`config.mk`:
```
export PLATFORM = sky130hd
export DESIGN_NAME = port_e_function_assignment
export DESIGN_NICKNAME = d
export VERILOG_FILES = /design/src/rtl/pefs_pkg.sv /design/src/rtl/pe_ctrl_if.sv /design/src/rtl/bus_clock_gen.sv /design/src/rtl/port_e_pin_mux.sv /design/src/rtl/port_e_function_assignment.sv
export SDC_FILE = /design/constraint.sdc
export NUM_CORES = 1
export LEC_CHECK = 0
export ABC_AREA = 1
export BUFFER_PORTS_ARGS = -buffer_cell sky130_fd_sc_hd__buf_2
export CAP_MARGIN = 20
export CORE_MARGIN = 1
export CORE_UTILIZATION = 50
export DETAILED_ROUTE_END_ITERATION = 10
export GPL_ROUTABILITY_DRIVEN = 1
export PLACE_DENSITY = 0.81
export SYNTH_ARGS = -nofsm -noshare
export SYNTH_HDL_FRONTEND = slang
export SYNTH_SLANG_ARGS = --single-unit
```
`constraint.sdc`:
```
create_clock -name i_clk -period 3.1 [get_ports i_clk]
set_input_delay 0.155 -clock i_clk [delete_from_list [all_inputs] [get_ports i_clk]]
set_output_delay 0.155 -clock i_clk [all_outputs]
set_load 0.02 [all_outputs]
```
`src/rtl/pefs_pkg.sv`:
```
// shared constants for the port e function select block
package pefs_pkg;
  // register index as printed, byte address is four times it
  localparam logic [7:0]  FSEL_IDX  = 8'h0A;
  localparam logic [31:0] FSEL_ADDR = {22'h0, FSEL_IDX, 2'h0};
  // bit positions inside the select register
  localparam int B_FREE  = 7;
  localparam int B_QUEUE = 5;
  localparam int B_BUS_PHASE_CLOCK  = 4;
  localparam int B_STRB  = 3;
  localparam int B_RW    = 2;
  // implemented, write-once and clock-disable masks
  localparam logic [7:0] IMPL_MASK = 8'hBC;
  localparam logic [7:0] ONCE_MASK = 8'hAC;
  localparam logic [7:0] BUS_PHASE_CLOCK_MASK = 8'h10;
  // reset values by operating mode
  localparam logic [7:0] RST_SSC  = 8'h00;
  localparam logic [7:0] RST_TEST = 8'h2C;
  localparam logic [7:0] RST_PERI = 8'h00;
  localparam logic [7:0] RST_EMU  = 8'hAC;
  localparam logic [7:0] RST_NSC  = 8'h10;
  localparam logic [7:0] RST_NX   = 8'h00;
  // operating mode field codes
  typedef enum logic [2:0] {
    MODE_SSC  = 3'h0,
    MODE_EMN  = 3'h1,
    MODE_TEST = 3'h2,
    MODE_EMW  = 3'h3,
    MODE_NSC  = 3'h4,
    MODE_NXN  = 3'h5,
    MODE_PERI = 3'h6,
    MODE_NXW  = 3'h7
  } op_mode_t;
  // bus phase clock timing
  localparam int CLK_MHZ       = 200;
  localparam int BUS_PHASE_CLOCK_HALF_NS  = 5;
  localparam int BUS_PHASE_CLOCK_HALF_CYC = (BUS_PHASE_CLOCK_HALF_NS * CLK_MHZ + 999) / 1000;
  // axi responses
  localparam logic [1:0] RESP_OKAY   = 2'h0;
  localparam logic [1:0] RESP_DECERR = 2'h3;
endpackage

```
`src/rtl/pe_ctrl_if.sv`:
```
// signals between the select register, clock maker and pin mux
`timescale 1ns/1ps
`default_nettype none
interface pe_ctrl_if;
  logic free_en;    // cpu free cycle on pin 7
  logic queue_en;   // queue status on pins 6:5
  logic bus_phase_clock_en;    // bus phase clock on pin 4
  logic strb_en;    // low byte strobe on pin 3
  logic rw_en;      // read/write on pin 2
  logic tag_act;    // debug tagging active
  logic bus_phase_clock;       // bus phase clock level
  logic bus_phase_clock_rise;  // pulse with the rising edge
  logic bus_phase_clock_fall;  // pulse with the falling edge
  modport ctrl (output free_en, queue_en, bus_phase_clock_en, strb_en, rw_en, tag_act);
  modport gen  (output bus_phase_clock, bus_phase_clock_rise, bus_phase_clock_fall);
  modport mux  (input free_en, queue_en, bus_phase_clock_en, strb_en, rw_en, tag_act, bus_phase_clock, bus_phase_clock_rise, bus_phase_clock_fall);
endinterface // pe_ctrl_if
`default_nettype wire

```
`src/rtl/bus_clock_gen.sv`:
```
// bus phase clock maker, free running or held between external cycles
`timescale 1ns/1ps
`default_nettype none
module bus_clock_gen #(
  parameter int HALF_CYC = pefs_pkg::BUS_PHASE_CLOCK_HALF_CYC
) (
  // clock, reset, enable
  input  wire logic i_clk,
  input  wire logic i_reset_n,
  input  wire logic i_ce,
  // stretch control
  input  wire logic i_stretch_sel,
  input  wire logic i_ext_cycle,
  // clock out to the pins
  pe_ctrl_if.gen    pc
);
  if (HALF_CYC < 1 || HALF_CYC > 255) begin : g_bad_half
    $error("bus_clock_gen: HALF_CYC out of range");
  end
  logic [7:0] cnt_r;  // cycles into the current half period
  logic       bus_phase_clock_r;
  logic       rise_r;
  logic       fall_r;
  logic       flip;   // half period over and allowed to move
  // held only while stretched, idle and low
  assign flip = (cnt_r == 8'(HALF_CYC - 1)) && (!i_stretch_sel || i_ext_cycle || bus_phase_clock_r);
  // counter and level
  always_ff @(posedge i_clk) begin
    if (!i_reset_n) begin
      cnt_r  <= 8'h00;
      bus_phase_clock_r <= 1'h0;
      rise_r <= 1'h0;
      fall_r <= 1'h0;
    end else if (i_ce) begin
      rise_r <= flip && !bus_phase_clock_r;
      fall_r <= flip && bus_phase_clock_r;
      if (flip) begin
        bus_phase_clock_r <= !bus_phase_clock_r;
        cnt_r  <= 8'h00;
      end else if (cnt_r != 8'(HALF_CYC - 1)) begin
        cnt_r <= cnt_r + 8'h01;
      end
    end
  end
  assign pc.bus_phase_clock      = bus_phase_clock_r;
  assign pc.bus_phase_clock_rise = rise_r;
  assign pc.bus_phase_clock_fall = fall_r;
endmodule // bus_clock_gen
`default_nettype wire

```
`src/rtl/port_e_pin_mux.sv`:
```
// per-pin choice between port data and bus control functions
`timescale 1ns/1ps
`default_nettype none
module port_e_pin_mux (
  // clock, reset, enable
  input  wire logic       i_clk,
  input  wire logic       i_reset_n,
  input  wire logic       i_ce,
  // general purpose port side
  input  wire logic [7:2] i_port_e_data,
  input  wire logic [7:2] i_port_e_direction,
  // bus control sources
  input  wire logic       i_cpu_free_cycle,
  input  wire logic       i_queue_status_hi,
  input  wire logic       i_queue_status_lo,
  input  wire logic       i_low_byte_strobe,
  input  wire logic       i_rw,
  input  wire logic       i_pe_in3,
  // enables and clock
  pe_ctrl_if.mux          pc,
  // pins
  output logic [7:2]      o_pe_out,
  output logic [7:2]      o_pe_oe,
  output logic            o_low_tag_input
);
  logic [7:2] alt_en;     // pins given to a control function
  logic [7:2] alt_val;    // control function levels
  logic [7:2] oe_nxt;
  logic       tag_phase;  // strobe pin released for the tag
  logic       pin3_s1_r;
  logic       pin3_s2_r;
  assign alt_en  = {pc.free_en, pc.queue_en, pc.queue_en, pc.bus_phase_clock_en, pc.strb_en, pc.rw_en};
  assign alt_val = {i_cpu_free_cycle, i_queue_status_hi, i_queue_status_lo, pc.bus_phase_clock, i_low_byte_strobe, i_rw};
  assign tag_phase = pc.strb_en && pc.tag_act && pc.bus_phase_clock;
  // control function wins over the direction bit
  assign oe_nxt = (alt_en | i_port_e_direction) & ~{4'h0, tag_phase, 1'h0};
  // registered pin drive
  always_ff @(posedge i_clk) begin
    if (!i_reset_n) begin
      o_pe_out <= 6'h00;
      o_pe_oe  <= 6'h00;
    end else if (i_ce) begin
      o_pe_out <= (alt_en & alt_val) | (~alt_en & i_port_e_data);
      // while tagging, the strobe only moves with the falling clock pulse
      if (pc.strb_en && pc.tag_act && !pc.bus_phase_clock_fall) begin
        o_pe_out[3] <= o_pe_out[3];
      end
      o_pe_oe  <= oe_nxt;
    end
  end
  // pin 3 synchroniser
  always_ff @(posedge i_clk) begin
    if (!i_reset_n) begin
      pin3_s1_r <= 1'h0;
      pin3_s2_r <= 1'h0;
    end else if (i_ce) begin
      pin3_s1_r <= i_pe_in3;
      pin3_s2_r <= pin3_s1_r;
    end
  end
  // tag caught at the rising clock edge
  always_ff @(posedge i_clk) begin
    if (!i_reset_n) begin
      o_low_tag_input <= 1'h0;
    end else if (i_ce && pc.strb_en && pc.tag_act && pc.bus_phase_clock_rise) begin
      o_low_tag_input <= pin3_s2_r;
    end
  end
endmodule // port_e_pin_mux
`default_nettype wire

```
`src/rtl/port_e_function_assignment.sv`:
```
// port e function select register with bus slave and pin control
//
// Overview of operation
// - enabled control function overrides direction bit
// - normal single chip reset: only clock disabled
// - normal expanded reset: all zero, clock on
// - test and emulation reset enable bus signals
// - expanded and peripheral modes forward to bus
// - bit 7 low enables free cycle output
// - bit 5 enables queue status pins
// - free and queue enables off chip modes
// - bit 4 low routes clock to pin
// - clock free runs when stretch select low
// - bit 3 enables low byte strobe pin
// - tag sampled rising, strobe driven falling
// - strobe off single, peripheral, normal narrow modes
// - bit 2 enables read write pin
// - three bit field holds operating mode
`timescale 1ns/1ps
`default_nettype none
module port_e_function_assignment #(
  parameter int ADDR_W = 32
) (
  // clock, reset, enable
  input  wire logic              i_clk,
  input  wire logic              i_reset_n,
  input  wire logic              i_ce,
  // operating mode and bus timing
  input  wire logic [2:0]        i_operating_mode_field,
  input  wire logic              i_bus_clock_stretch_sel,
  input  wire logic              i_ext_cycle,
  input  wire logic              i_background_debug_tag,
  // axi4-lite write address
  input  wire logic              i_awvalid,
  output logic                   o_awready,
  input  wire logic [ADDR_W-1:0] i_awaddr,
  // axi4-lite write data
  input  wire logic              i_wvalid,
  output logic                   o_wready,
  input  wire logic [31:0]       i_wdata,
  input  wire logic [3:0]        i_wstrb,
  // axi4-lite write response
  output logic                   o_bvalid,
  input  wire logic              i_bready,
  output logic [1:0]             o_bresp,
  // axi4-lite read address
  input  wire logic              i_arvalid,
  output logic                   o_arready,
  input  wire logic [ADDR_W-1:0] i_araddr,
  // axi4-lite read data
  output logic                   o_rvalid,
  input  wire logic              i_rready,
  output logic [31:0]            o_rdata,
  output logic [1:0]             o_rresp,
  // external bus forwarding
  output logic                   o_ext_req,
  output logic                   o_ext_we,
  output logic [7:0]             o_ext_wdata,
  input  wire logic [7:0]        i_ext_rdata,
  // port e side
  input  wire logic [7:2]        i_port_e_data,
  input  wire logic [7:2]        i_port_e_direction,
  input  wire logic              i_cpu_free_cycle,
  input  wire logic              i_queue_status_hi,
  input  wire logic              i_queue_status_lo,
  input  wire logic              i_low_byte_strobe,
  input  wire logic              i_rw,
  input  wire logic              i_pe_in3,
  // pins and status
  output logic [7:2]             o_pe_out,
  output logic [7:2]             o_pe_oe,
  output logic                   o_low_tag_input,
  output logic                   o_bus_phase_clock,
  output logic [7:0]             o_port_e_function_select
);
  if (ADDR_W < 8 || ADDR_W > 32) begin : g_bad_addr
    $error("port_e_function_assignment: ADDR_W must be 8 to 32");
  end

  // mode decode
  pefs_pkg::op_mode_t mode;  // current operating mode
  logic is_special;          // special single, test, peripheral
  logic is_emu;              // emulation narrow or wide
  logic is_normal;           // normal single, narrow, wide
  logic chip_mode;           // single chip or peripheral
  logic absent;              // register not in the on-chip map

  // register state
  logic [7:0] pefs_r;        // the select register
  logic       once_used_r;   // write-once bits already spent
  logic [7:0] wmask;         // bits this write may change

  // write channel state
  logic              aw_have_r;
  logic [ADDR_W-1:0] aw_addr_r;
  logic              w_have_r;
  logic [7:0]        w_data_r;
  logic              w_strb0_r;
  logic              bvalid_r;
  logic [1:0]        bresp_r;

  // read channel state
  logic       rvalid_r;
  logic       rd_wait_r;     // waiting one cycle for external data
  logic [7:0] rdata_r;
  logic [1:0] rresp_r;

  // forwarding state
  logic       ext_req_r;
  logic       ext_we_r;
  logic [7:0] ext_wdata_r;

  // strobes
  logic wr_go;     // both halves of a write are held
  logic wr_hit;    // the write hits the select register
  logic reg_we;    // the register itself is written
  logic rd_take;   // read address taken this cycle
  logic rd_hit;    // the read hits the select register

  pe_ctrl_if pc ();

  // the mode field comes from the mode register on this clock
  assign mode = pefs_pkg::op_mode_t'(i_operating_mode_field);

  // mode classes
  always_comb begin
    is_special = 1'h0;
    is_emu     = 1'h0;
    is_normal  = 1'h0;
    case (mode)
      // special single chip, special test, special peripheral
      pefs_pkg::MODE_SSC,
      pefs_pkg::MODE_TEST,
      pefs_pkg::MODE_PERI: begin
        is_special = 1'h1;
      end
      // emulation narrow and wide
      pefs_pkg::MODE_EMN,
      pefs_pkg::MODE_EMW: begin
        is_emu = 1'h1;
      end
      // normal single chip, expanded narrow and wide
      default: begin
        is_normal = 1'h1;
      end
    endcase
  end

  assign chip_mode = (mode == pefs_pkg::MODE_SSC) || (mode == pefs_pkg::MODE_NSC) ||
                     (mode == pefs_pkg::MODE_PERI);
  // every expanded mode has the low mode bit set
  assign absent = i_operating_mode_field[0] || (mode == pefs_pkg::MODE_PERI);

  // reset value depends on the mode held at reset
  function automatic logic [7:0] rst_val(input pefs_pkg::op_mode_t m);
    case (m)
      pefs_pkg::MODE_SSC:  rst_val = pefs_pkg::RST_SSC;
      pefs_pkg::MODE_TEST: rst_val = pefs_pkg::RST_TEST;
      pefs_pkg::MODE_PERI: rst_val = pefs_pkg::RST_PERI;
      pefs_pkg::MODE_EMN,
      pefs_pkg::MODE_EMW:  rst_val = pefs_pkg::RST_EMU;
      pefs_pkg::MODE_NSC:  rst_val = pefs_pkg::RST_NSC;
      default:             rst_val = pefs_pkg::RST_NX;
    endcase
  endfunction

  // writable bits by mode class
  always_comb begin
    wmask = 8'h00;
    if (is_special) begin
      // special single chip and test write every implemented bit at any time
      wmask = pefs_pkg::IMPL_MASK;
    end else if (is_normal) begin
      // clock disable any time, the rest only once
      wmask = pefs_pkg::BUS_PHASE_CLOCK_MASK;
      if (!once_used_r) begin
        wmask = pefs_pkg::BUS_PHASE_CLOCK_MASK | pefs_pkg::ONCE_MASK;
      end
    end
    // emulation leaves the mask clear: no bit is writable
  end

  // bus strobes
  assign wr_go   = i_ce && aw_have_r && w_have_r && !bvalid_r;
  assign wr_hit  = aw_addr_r == pefs_pkg::FSEL_ADDR[ADDR_W-1:0];
  assign reg_we  = wr_go && wr_hit && !absent && w_strb0_r;
  assign rd_take = i_arvalid && o_arready;
  assign rd_hit  = i_araddr == pefs_pkg::FSEL_ADDR[ADDR_W-1:0];

  // ready terms; a read waits while a write is about to fire
  assign o_awready = i_ce && !aw_have_r && !bvalid_r;
  assign o_wready  = i_ce && !w_have_r && !bvalid_r;
  assign o_arready = i_ce && !rvalid_r && !rd_wait_r && !(aw_have_r && w_have_r);

  // select register and write-once tracking
  always_ff @(posedge i_clk) begin
    if (!i_reset_n) begin
      pefs_r      <= rst_val(mode);
      once_used_r <= 1'h0;
    end else if (reg_we) begin
      // unimplemented bits never leave zero
      pefs_r <= (pefs_r & ~wmask) | (w_data_r & wmask);
      if (is_normal) begin
        once_used_r <= 1'h1;
      end
    end
  end

  // write address and data capture, in either order
  always_ff @(posedge i_clk) begin
    if (!i_reset_n) begin
      aw_have_r <= 1'h0;
      aw_addr_r <= '0;
      w_have_r  <= 1'h0;
      w_data_r  <= 8'h00;
      w_strb0_r <= 1'h0;
    end else if (i_ce) begin
      if (i_awvalid && o_awready) begin
        aw_have_r <= 1'h1;
        aw_addr_r <= i_awaddr;
      end else if (wr_go) begin
        aw_have_r <= 1'h0;
      end
      if (i_wvalid && o_wready) begin
        w_have_r  <= 1'h1;
        w_data_r  <= i_wdata[7:0];
        w_strb0_r <= i_wstrb[0];
      end else if (wr_go) begin
        w_have_r <= 1'h0;
      end
    end
  end

  // write response
  always_ff @(posedge i_clk) begin
    if (!i_reset_n) begin
      bvalid_r <= 1'h0;
      bresp_r  <= pefs_pkg::RESP_OKAY;
    end else if (i_ce) begin
      if (wr_go) begin
        bvalid_r <= 1'h1;
        // unmapped addresses get a decode error
        bresp_r  <= wr_hit ? pefs_pkg::RESP_OKAY : pefs_pkg::RESP_DECERR;
      end else if (i_bready) begin
        bvalid_r <= 1'h0;
      end
    end
  end

  // read path; a forwarded read answers one cycle later
  always_ff @(posedge i_clk) begin
    if (!i_reset_n) begin
      rvalid_r  <= 1'h0;
      rd_wait_r <= 1'h0;
      rdata_r   <= 8'h00;
      rresp_r   <= pefs_pkg::RESP_OKAY;
    end else if (i_ce) begin
      if (rd_take) begin
        rresp_r <= rd_hit ? pefs_pkg::RESP_OKAY : pefs_pkg::RESP_DECERR;
        if (rd_hit && absent) begin
          rd_wait_r <= 1'h1;
        end else begin
          rvalid_r <= 1'h1;
          // live value of every implemented bit
          rdata_r  <= rd_hit ? pefs_r : 8'h00;
        end
      end else if (rd_wait_r) begin
        rd_wait_r <= 1'h0;
        rvalid_r  <= 1'h1;
        rdata_r   <= i_ext_rdata;
      end else if (i_rready) begin
        rvalid_r <= 1'h0;
      end
    end
  end

  // accesses to the absent register go out on the external bus
  always_ff @(posedge i_clk) begin
    if (!i_reset_n) begin
      ext_req_r   <= 1'h0;
      ext_we_r    <= 1'h0;
      ext_wdata_r <= 8'h00;
    end else if (i_ce) begin
      ext_req_r <= 1'h0;
      if (wr_go && wr_hit && absent) begin
        ext_req_r   <= 1'h1;
        ext_we_r    <= 1'h1;
        ext_wdata_r <= w_data_r;
      end else if (rd_take && rd_hit && absent) begin
        ext_req_r <= 1'h1;
        ext_we_r  <= 1'h0;
      end
    end
  end

  // effective pin functions; chip modes have no external bus
  assign pc.free_en  = !pefs_r[pefs_pkg::B_FREE] && !chip_mode;
  assign pc.queue_en = pefs_r[pefs_pkg::B_QUEUE] && !chip_mode;
  assign pc.bus_phase_clock_en  = !pefs_r[pefs_pkg::B_BUS_PHASE_CLOCK];
  assign pc.strb_en  = pefs_r[pefs_pkg::B_STRB] && !chip_mode && (mode != pefs_pkg::MODE_NXN);
  assign pc.rw_en    = pefs_r[pefs_pkg::B_RW] && !chip_mode;
  assign pc.tag_act  = i_background_debug_tag;

  // bus phase clock maker
  bus_clock_gen u_clk (
    .i_clk         (i_clk),
    .i_reset_n     (i_reset_n),
    .i_ce          (i_ce),
    .i_stretch_sel (i_bus_clock_stretch_sel),
    .i_ext_cycle   (i_ext_cycle),
    .pc            (pc.gen)
  );

  // pin multiplexer
  port_e_pin_mux u_mux (
    .i_clk              (i_clk),
    .i_reset_n          (i_reset_n),
    .i_ce               (i_ce),
    .i_port_e_data      (i_port_e_data),
    .i_port_e_direction (i_port_e_direction),
    .i_cpu_free_cycle   (i_cpu_free_cycle),
    .i_queue_status_hi  (i_queue_status_hi),
    .i_queue_status_lo  (i_queue_status_lo),
    .i_low_byte_strobe  (i_low_byte_strobe),
    .i_rw               (i_rw),
    .i_pe_in3           (i_pe_in3),
    .pc                 (pc.mux),
    .o_pe_out           (o_pe_out),
    .o_pe_oe            (o_pe_oe),
    .o_low_tag_input    (o_low_tag_input)
  );

  // outputs
  assign o_bvalid                 = bvalid_r;
  assign o_bresp                  = bresp_r;
  assign o_rvalid                 = rvalid_r;
  assign o_rdata                  = {24'h0, rdata_r};
  assign o_rresp                  = rresp_r;
  assign o_ext_req                = ext_req_r;
  assign o_ext_we                 = ext_we_r;
  assign o_ext_wdata              = ext_wdata_r;
  assign o_bus_phase_clock        = pc.bus_phase_clock;
  assign o_port_e_function_select = pefs_r;
endmodule // port_e_function_assignment
`default_nettype wire

```
==> impl_results.html, run 1 <==
<table>
<tr><th>Metric</th><th>Value</th></tr>
<tr><th colspan="2">Timing</th></tr>
<tr><td>Portion of the clock cycle consumed by the worst path in the final layout</td><td>68.64%</td></tr>
<tr><td>Count of final max-slew check failures</td><td>0</td></tr>
<tr><td>Remaining max-slew budget at the tightest pin</td><td>48.06%</td></tr>
<tr><td>Total count of hold-check failures in the final report</td><td>0</td></tr>
<tr><td>Maximum clock frequency</td><td>469.9 MHz</td></tr>
<tr><td>Final setup skew</td><td>0.009685 ns</td></tr>
<tr><td>Sum of negative setup slack</td><td>0 ns</td></tr>
<tr><td>Slew at the pin closest to its max-slew limit</td><td>0.7731 ns</td></tr>
<tr><td>Shortest clock period the worst path allows after layout</td><td>2.128 ns</td></tr>
<tr><td>Final setup violation count</td><td>0</td></tr>
<tr><td>RSZ-0062 raised after global routing</td><td>false</td></tr>
<tr><th colspan="2">Synth</th></tr>
<tr><td>Library cell with the largest summed area after synthesis</td><td>dfxtp_1</td></tr>
<tr><td>Number of enable-type register cells in the synthesized netlist</td><td>5</td></tr>
<tr><td>Share of flip-flops with an asynchronous set or reset</td><td>0%</td></tr>
<tr><td>Dominant synthesized flop cell</td><td>dfxtp_1</td></tr>
<tr><td>Count of cell types in the netlist</td><td>31</td></tr>
<tr><td>Sequential-to-total area share from yosys stat</td><td>44.98%</td></tr>
<tr><td>Mean cell area of the mapped netlist</td><td>7.000 sq um</td></tr>
<tr><td>Dominant cell by count in the synthesized netlist</td><td>nor2_1</td></tr>
<tr><td>Leading post-synthesis cells by instance count</td><td>153 x nor2_1, 108 x nand2_1, 93 x dfxtp_1</td></tr>
<tr><td>Synthesized flop and latch total</td><td>98</td></tr>
<tr><td>Gate Count Post-Synth</td><td>639</td></tr>
<tr><td>Synth warn</td><td>0</td></tr>
<tr><td>Post-Syn Area</td><td>0.004473 sq mm</td></tr>
<tr><td>Post-synth top area share</td><td>41.62%</td></tr>
<tr><td>Dominant cells by area after synthesis</td><td>dfxtp_1 42%, nor2_1 13%, nand2_1 9.1%, o21ai_0 7.2%, inv_1 5.5%</td></tr>
<tr><th colspan="2">Clock tree</th></tr>
<tr><td>TritonCTS clock tree</td><td>yes</td></tr>
<tr><td>H-tree depth</td><td>3</td></tr>
<tr><td>Setup Buffers After CTS</td><td>0</td></tr>
<tr><td>Buffer cell driving the clock tree root</td><td>clkbuf_8</td></tr>
<tr><td># clock sinks</td><td>98</td></tr>
<tr><td>Clock insertion delay at the later pin of the skew report</td><td>0.36 ns</td></tr>
<tr><td>Clock buffer count from CTS</td><td>9</td></tr>
<tr><td>Cts hold-fix bufs</td><td>1</td></tr>
<tr><td>Clock transition at the registers of the reported paths</td><td>0.10 ns</td></tr>
<tr><td>Deepest clock path buffer count</td><td>2</td></tr>
<tr><td>Resized cells post-CTS</td><td>0</td></tr>
<tr><th colspan="2">Global routing</th></tr>
<tr><td>Largest net degree at the start of global routing</td><td>44</td></tr>
<tr><td>Aggregate global-route resource usage</td><td>22.87%</td></tr>
<tr><td>Total grt overflow</td><td>0</td></tr>
<tr><td>First-pass GRT wire length</td><td>16.29 mm</td></tr>
<tr><td>Number of antenna violations at the first check in global routing</td><td>0</td></tr>
<tr><td>Number of global-route vias before repair</td><td>3,857</td></tr>
<tr><th colspan="2">Detailed routing</th></tr>
<tr><td>Post-Route WL</td><td>10.53 mm</td></tr>
<tr><td>Post-route DRC violation count</td><td>0</td></tr>
<tr><td>Detailed-route vias per instance</td><td>4.856</td></tr>
<tr><td>Count of nets left with antenna violations after detail routing</td><td>0</td></tr>
<tr><td>DR vias</td><td>4,361</td></tr>
<tr><td>Detailed-routing iteration count for the pre-antenna-repair pass</td><td>4</td></tr>
<tr><td>Avg WL per Cell</td><td>11.73 um</td></tr>
<tr><td>Number of design-rule violations left by the first detailed-router iteration</td><td>110</td></tr>
<tr><th colspan="2">Worst setup path</th></tr>
<tr><td>Arrival time worst endpoint</td><td>2.14 ns</td></tr>
<tr><td>Type of element launching the critical path</td><td>register</td></tr>
<tr><td>Critical path start-end classification</td><td>register to register</td></tr>
<tr><td>Data required time at the worst endpoint</td><td>3.11 ns</td></tr>
<tr><td>Crit. End Element</td><td>register</td></tr>
<tr><td>Biggest fanout along the worst timing path</td><td>4</td></tr>
<tr><th colspan="2">Die</th></tr>
<tr><td>Core Footprint</td><td>0.008678 sq mm</td></tr>
<tr><td>Die H</td><td>96.59 um</td></tr>
<tr><td>I/O pin count</td><td>213</td></tr>
<tr><td>Width of the die</td><td>96.59 um</td></tr>
<tr><td>Starting density of the core</td><td>51.54%</td></tr>
<tr><td>DIE AREA</td><td>0.009329 sq mm</td></tr>
<tr><td>Cell row count</td><td>34</td></tr>
<tr><th colspan="2">Power</th></tr>
<tr><td>Total power consumption of the routed design</td><td>2.603 mW</td></tr>
<tr><td>Power per cell area</td><td>482.0 mW/mm^2</td></tr>
<tr><td>Standby leakage power</td><td>2.693 nW</td></tr>
<tr><td>Max IR drop VDD</td><td>0.3346 mV</td></tr>
<tr><th colspan="2">Outcome</th></tr>
<tr><td>Result of the run</td><td>complete, no violations</td></tr>
<tr><th colspan="2">Flow run</th></tr>
<tr><td>MaxCap Viol Count</td><td>0</td></tr>
<tr><th colspan="2">Final layout</th></tr>
<tr><td>Utilization of the core after routing</td><td>62.23%</td></tr>
<tr><td># diodes</td><td>0</td></tr>
<tr><td>Final Net Count</td><td>927</td></tr>
<tr><td>Layout cells sized above 1</td><td>23.42%</td></tr>
<tr><td>P&amp;R area growth vs syn</td><td>20.73%</td></tr>
<tr><th colspan="2">Place</th></tr>
<tr><td>HPWL after detailed placement</td><td>7.975 mm</td></tr>
<tr><td>Count of buffers from port buffering</td><td>158</td></tr>
<tr><td>Routability congestion estimate</td><td>0.7860</td></tr>
<tr><th colspan="2">Worst hold path</th></tr>
<tr><td>Type of the tightest min-delay check</td><td>primary input to register</td></tr>
</table>
-- power by group --
part           internal, mW  switching (mW)  leakage (nW)
combinational         0.146           0.256          1.77
clock                 0.358           0.467         0.105
sequential             1.34          0.0356         0.814
total                  1.84           0.759          2.69
-- critical path: stages (launching register included) --
cell and delay (ns):
dfxtp_1 0.36, nand2_1 0.07, inv_1 0.13, nand2_1 0.15
nor3_2 0.29, nand2_1 0.11, nor2_1 0.15, nand2_1 0.08
o21ai_0 0.45
-- cells in the final DEF (no fill, tap or decap) --
cell type / instances
nor3_2: 1
nor2_1: 153
buf_2: 158
clkbuf_8: 9
ha_1: 2
a211oi_1: 1
nor3_1: 8
nand2_2: 1
o31ai_1: 3
inv_8: 1
o21ai_0: 64
nand3_4: 1
edfxtp_1: 5
o22ai_1: 2
a21oi_1: 38
xor2_1: 1
nor2_2: 1
conb_1: 27
buf_4: 4
inv_6: 3
clkbuf_16: 1
clkinv_1: 1
clkinv_4: 2
o211ai_1: 7
inv_2: 1
nand2_1: 108
dlygate4sd3_1: 1
dfxtp_1: 93
nand3b_1: 1
inv_1: 65
nor3b_1: 3
nand3_2: 2
nand3_1: 17
nand4_1: 5
-- cell families after synthesis --
logic type | count (synthesis) | share of synthesized area [%]
adder cells (fa/ha/maj) | 2 | 0.5594
flip-flops | 98 | 44.98
other | 1 | 0.08384
buffers and inverters | 121 | 13.23
AND/OR/NAND/NOR | 301 | 27.41
XOR/XNOR | 1 | 0.1958
AO/OA/AOI/OAI | 115 | 13.54
-- per-layer routing --
| layer | global-route usage [%] | routed length [um] | part of all wire (%) |
|---|---|---|---|
| met5 | 0 | 0 | 0 |
| met4 | 10.78 | 235 | 2.2 |
| met3 | 4.147 | 732 | 7.0 |
| met2 | 41.43 | 5206 | 49 |
| met1 | 25.81 | 4356 | 41 |
-- worst paths after layout --
path | slack (ns) | end | cells after the start | startpoint
worst max-delay path | 0.97 | register | 8 | aw_have_r
worst min-delay path | 0.03 | aw_addr_r[15] | 3 | i_awaddr[15]
worst max register to register | 0.97 | register | 8 | aw_have_r
worst min register to register | 0.45 | u_mux.o_pe_out[3] | 2 | u_mux.o_pe_out[3]
-- cell type report --
| type | instances | area (sq um) |
|---|---|---|
| clock buffers | 10 | 148.9 |
| clock inverters | 6 | 55.05 |
| fillers | 808 | 3278 |
| inverters | 67 | 251.5 |
| multi-input cells | 446 | 1967 |
| flip-flops and latches | 98 | 2012 |
| well taps | 108 | 135.1 |
| repair buffers | 163 | 830.8 |
-- metrics by stage --
step                      cells  hold WS, ns  setup slack [ns]  instance area, sq um
final                       898      0.03204            0.9721                  5400
after CTS                   898      0.01745            0.9440                  5400
after global routing        898      0.03882            0.6202                  5400
after global placement      881       0.3897            0.8907                  5186
after floorplan             665       0.2899             1.235                  4571
after detailed placement    881       0.3848            0.8291                  5186
-- sequential cells by signal, summed over array words and instances (netlist names), 6 cells and up, named ones only --
register,count
u_mux.o_pe_out,6
u_mux.o_pe_oe,6
w_data_r,8
aw_addr_r,32
o_ext_wdata,8
u_clk.cnt_r,8
rdata_r,8
Note: power is estimated with default switching activity, not from simulation.
==> run 2, diff against run 1 <==
--- a/config.mk
+++ b/config.mk
@@ -9,10 +9,10 @@
 export BUFFER_PORTS_ARGS = -buffer_cell sky130_fd_sc_hd__buf_2
 export CAP_MARGIN = 20
 export CORE_MARGIN = 1
-export CORE_UTILIZATION = 50
+export CORE_UTILIZATION = 47
 export DETAILED_ROUTE_END_ITERATION = 10
 export GPL_ROUTABILITY_DRIVEN = 1
-export PLACE_DENSITY = 0.81
+export PLACE_DENSITY = 0.77
 export SYNTH_ARGS = -nofsm -noshare
 export SYNTH_HDL_FRONTEND = slang
 export SYNTH_SLANG_ARGS = --single-unit
==> constraint.sdc (replaced) <==
create_clock -name i_clk -period 2 [get_ports i_clk]
set_input_delay 0.1 -clock i_clk [delete_from_list [all_inputs] [get_ports i_clk]]
set_output_delay 0.1 -clock i_clk [all_outputs]
set_load 0.02 [all_outputs]
==> run 2 against run 1 <==
  * Clock skew is 0.00080 ns higher
  * Die area is 6.2% higher
  * Routed wire length is 5.9% higher
  * Total power is 59% higher
  * Critical path type unchanged
==> impl_results.html, run 2 (synthesis results as in run 1) <==
<table>
<tr><th>Metric</th><th>Value</th></tr>
<tr><th colspan="2">Timing</th></tr>
<tr><td>Minimum hold slack</td><td>0.01464 ns (-0.01739 ns)</td></tr>
<tr><td>Shortest clock period the worst path allows after layout</td><td>1.781 ns (-0.3471 ns)</td></tr>
<tr><td>Final setup violation count</td><td>0 (unchanged)</td></tr>
<tr><td>Maximum clock frequency</td><td>561.5 MHz (+19%)</td></tr>
<tr><td>Count of final max-slew check failures</td><td>0 (unchanged)</td></tr>
<tr><td>Final setup skew</td><td>0.01048 ns (+0.0007951 ns)</td></tr>
<tr><td>RSZ-0062 raised after global routing</td><td>false</td></tr>
<tr><td>Portion of the clock cycle consumed by the worst path in the final layout</td><td>89.04% (+20 points)</td></tr>
<tr><td>Total count of hold-check failures in the final report</td><td>0 (unchanged)</td></tr>
<tr><td>Sum of negative setup slack</td><td>0 ns (unchanged)</td></tr>
<tr><td>Final setup slack of the worst path</td><td>0.2192 ns (-0.7529 ns)</td></tr>
<tr><th colspan="2">Place</th></tr>
<tr><td>HPWL after detailed placement</td><td>8.270 mm (+3.7%)</td></tr>
<tr><td>Number of placed instances with taps included</td><td>910 (+3.3%)</td></tr>
<tr><td>Setup WS pre-CTS</td><td>0.1857 ns (-0.6434 ns)</td></tr>
<tr><td>Count of buffers from port buffering</td><td>158 (unchanged)</td></tr>
<tr><td>Placement-stage cell area</td><td>0.005285 sq mm (+1.9%)</td></tr>
<tr><td>Routability congestion estimate</td><td>0.8137 (+3.5%)</td></tr>
<tr><th colspan="2">Die</th></tr>
<tr><td>Cell row count</td><td>35 (+2.9%)</td></tr>
<tr><td>I/O pin count</td><td>213 (unchanged)</td></tr>
<tr><td>DIE AREA</td><td>0.009911 sq mm (+6.2%)</td></tr>
<tr><td>Core Footprint</td><td>0.009240 sq mm (+6.5%)</td></tr>
<tr><td>Starting density of the core</td><td>48.41% (-3.1 points)</td></tr>
<tr><td>Die H</td><td>99.56 um (+3.1%)</td></tr>
<tr><td>Width of the die</td><td>99.56 um (+3.1%)</td></tr>
<tr><th colspan="2">Worst setup path</th></tr>
<tr><td>Arrival time worst endpoint</td><td>2.05 ns (-0.09 ns)</td></tr>
<tr><td>Data required time at the worst endpoint</td><td>2.27 ns (-0.84 ns)</td></tr>
<tr><td>FF-to-FF path depth</td><td>9 (+1)</td></tr>
<tr><td>Cell type group with the largest total delay on the critical path</td><td>simple AND/OR/NAND/NOR gates</td></tr>
<tr><td>Critical path, cell by cell</td><td>inv_1, ha_1, nor3b_1, nand3_1, nand2_1, nand2_1, nand2_1, o21ai_0, nor3b_1</td></tr>
<tr><td>CP bufs+invs</td><td>1 (unchanged)</td></tr>
<tr><td>Critical path start-end classification</td><td>register to register</td></tr>
<tr><td>Crit. End Element</td><td>register</td></tr>
<tr><td>Largest stage delay, worst path</td><td>0.38 ns (-0.07 ns)</td></tr>
<tr><td>Slowest CP cell</td><td>dfxtp_1</td></tr>
<tr><td>Biggest fanout along the worst timing path</td><td>6 (+2)</td></tr>
<tr><td>Most frequent cell on the critical path</td><td>nand2_1</td></tr>
<tr><td>CP Depth</td><td>9 (+1)</td></tr>
<tr><td>Type of element launching the critical path</td><td>register</td></tr>
<tr><th colspan="2">Detailed routing</th></tr>
<tr><td>Detailed-route vias per instance</td><td>4.680 (-3.6%)</td></tr>
<tr><td>DR vias</td><td>4,460 (+2.3%)</td></tr>
<tr><td>Post-route DRC violation count</td><td>0 (unchanged)</td></tr>
<tr><td>Number of design-rule violations left by the first detailed-router iteration</td><td>120 (+9.1%)</td></tr>
<tr><td>Avg WL per Cell</td><td>11.70 um (-0.22%)</td></tr>
<tr><td>Post-Route WL</td><td>11.15 mm (+5.9%)</td></tr>
<tr><td>Detailed-routing iteration count for the pre-antenna-repair pass</td><td>4 (unchanged)</td></tr>
<tr><td>Count of nets left with antenna violations after detail routing</td><td>0 (unchanged)</td></tr>
<tr><th colspan="2">Worst hold path</th></tr>
<tr><td>Min-Delay Path Depth</td><td>3 (unchanged)</td></tr>
<tr><td>Type of the tightest min-delay check</td><td>primary input to register</td></tr>
<tr><th colspan="2">Power</th></tr>
<tr><td>Power per cell area</td><td>717.3 mW/mm^2 (+49%)</td></tr>
<tr><td>Total power consumption of the routed design</td><td>4.136 mW (+59%)</td></tr>
<tr><td>Max IR drop VDD</td><td>0.3500 mV (+4.6%)</td></tr>
<tr><td>Standby leakage power</td><td>2.844 nW (+5.6%)</td></tr>
<tr><th colspan="2">Final layout</th></tr>
<tr><td>Utilization of the core after routing</td><td>62.40% (+0.17 points)</td></tr>
<tr><td>Post-route insts no fill</td><td>953 (+6.1%)</td></tr>
<tr><td>Most common library cell in the layout ignoring fill and taps</td><td>buf_2</td></tr>
<tr><td>Register ranked first by flip-flop count</td><td>aw_addr_r</td></tr>
<tr><td># diodes</td><td>0 (unchanged)</td></tr>
<tr><td>Final Net Count</td><td>961 (+3.7%)</td></tr>
<tr><td>Filler instances</td><td>843 (+4.3%)</td></tr>
<tr><td>P&amp;R area growth vs syn</td><td>28.90%</td></tr>
<tr><td>Number of flip-flops under the largest register name</td><td>32 (unchanged)</td></tr>
<tr><td>Layout cells sized above 1</td><td>23.42% (about the same)</td></tr>
<tr><td>Top library cells by usage in the layout, fill and taps aside</td><td>158 x buf_2, 151 x nor2_1, 108 x nand2_1</td></tr>
<tr><td>Post-layout instance area</td><td>0.005766 sq mm (+6.8%)</td></tr>
<tr><th colspan="2">Global routing</th></tr>
<tr><td>Total grt overflow</td><td>0 (unchanged)</td></tr>
<tr><td>Number of global-route vias before repair</td><td>4,103 (+6.4%)</td></tr>
<tr><td>First-pass GRT wire length</td><td>17.96 mm (+10%)</td></tr>
<tr><td>Number of antenna violations at the first check in global routing</td><td>0 (unchanged)</td></tr>
<tr><td>Aggregate global-route resource usage</td><td>22.91% (+0.036 points)</td></tr>
<tr><td>Largest net degree at the start of global routing</td><td>37 (-16%)</td></tr>
<tr><th colspan="2">Clock tree</th></tr>
<tr><td># clock sinks</td><td>98 (unchanged)</td></tr>
<tr><td>Setup Buffers After CTS</td><td>0 (unchanged)</td></tr>
<tr><td>Buffer cell driving the clock tree root</td><td>clkbuf_8</td></tr>
<tr><td>TritonCTS clock tree</td><td>yes</td></tr>
<tr><td>Deepest clock path buffer count</td><td>2 (unchanged)</td></tr>
<tr><td>H-tree depth</td><td>3 (unchanged)</td></tr>
<tr><td>Clock insertion delay at the later pin of the skew report</td><td>0.35 ns (about the same)</td></tr>
<tr><td>Clock buffer count from CTS</td><td>9 (unchanged)</td></tr>
<tr><td>Clock transition at the registers of the reported paths</td><td>0.09 ns (about the same)</td></tr>
<tr><th colspan="2">Outcome</th></tr>
<tr><td>Result of the run</td><td>complete, no violations</td></tr>
<tr><th colspan="2">Flow run</th></tr>
<tr><td>MaxCap Viol Count</td><td>0 (unchanged)</td></tr>
</table>
run 2: worst min-delay path, delay by kind of cell:
kind            cells  cell delay (ns)
simple gates        1             0.08
compound gates      1             0.08
buf+inv             1             0.08
run 2: final cells by class:
type | count | area [sq um] | area share (%)
Clock buffer | 12 | 156.4 | 2.713
Clock inverter | 4 | 48.80 | 0.8464
Inverter | 67 | 251.5 | 4.362
Multi-Input combinational cell | 446 | 1972 | 34.20
Sequential cell | 98 | 2012 | 34.90
Tap cell | 129 | 161.4 | 2.799
Timing Repair Buffer | 197 | 1164 | 20.18
run 2: where the power goes:
| group | total [mW] | switching [mW] | internal [mW] |
|---|---|---|---|
| clock network | 1.32 | 0.664 | 0.655 |
| logic | 0.686 | 0.412 | 0.274 |
| registers | 2.13 | 0.0554 | 2.08 |
run 2: worst paths after layout:
check,startpoint,endpoint,slack [ns]
setup / recovery,u_clk.cnt_r[0],u_clk.cnt_r[4],0.22
hold / removal,i_awaddr[1],aw_addr_r[1],0.01
setup reg to reg,u_clk.cnt_r[0],u_clk.cnt_r[4],0.22
hold reg to reg,u_mux.o_pe_out[3],u_mux.o_pe_out[3],0.44
run 2: layer usage:
| metal | share of wire, % | GRT usage (%) | up-vias |
|---|---|---|---|
| met3 | 6.1 | 4.287 | 8 |
| met1 | 41 | 25.67 | 1973 |
| met2 | 52 | 43.75 | 156 |
| met4 | 0.99 | 6.674 | 0 |
| li1 | - | - | 2323 |
| met5 | 0 | 0 | - |
run 2: timing repair:
item / in CTS / in global routing
resized for setup: 0 / 2
hold buffers: 27 / 0
endpoints found under the hold margin: 27 / 0
endpoints found under the setup margin: 0 / 4
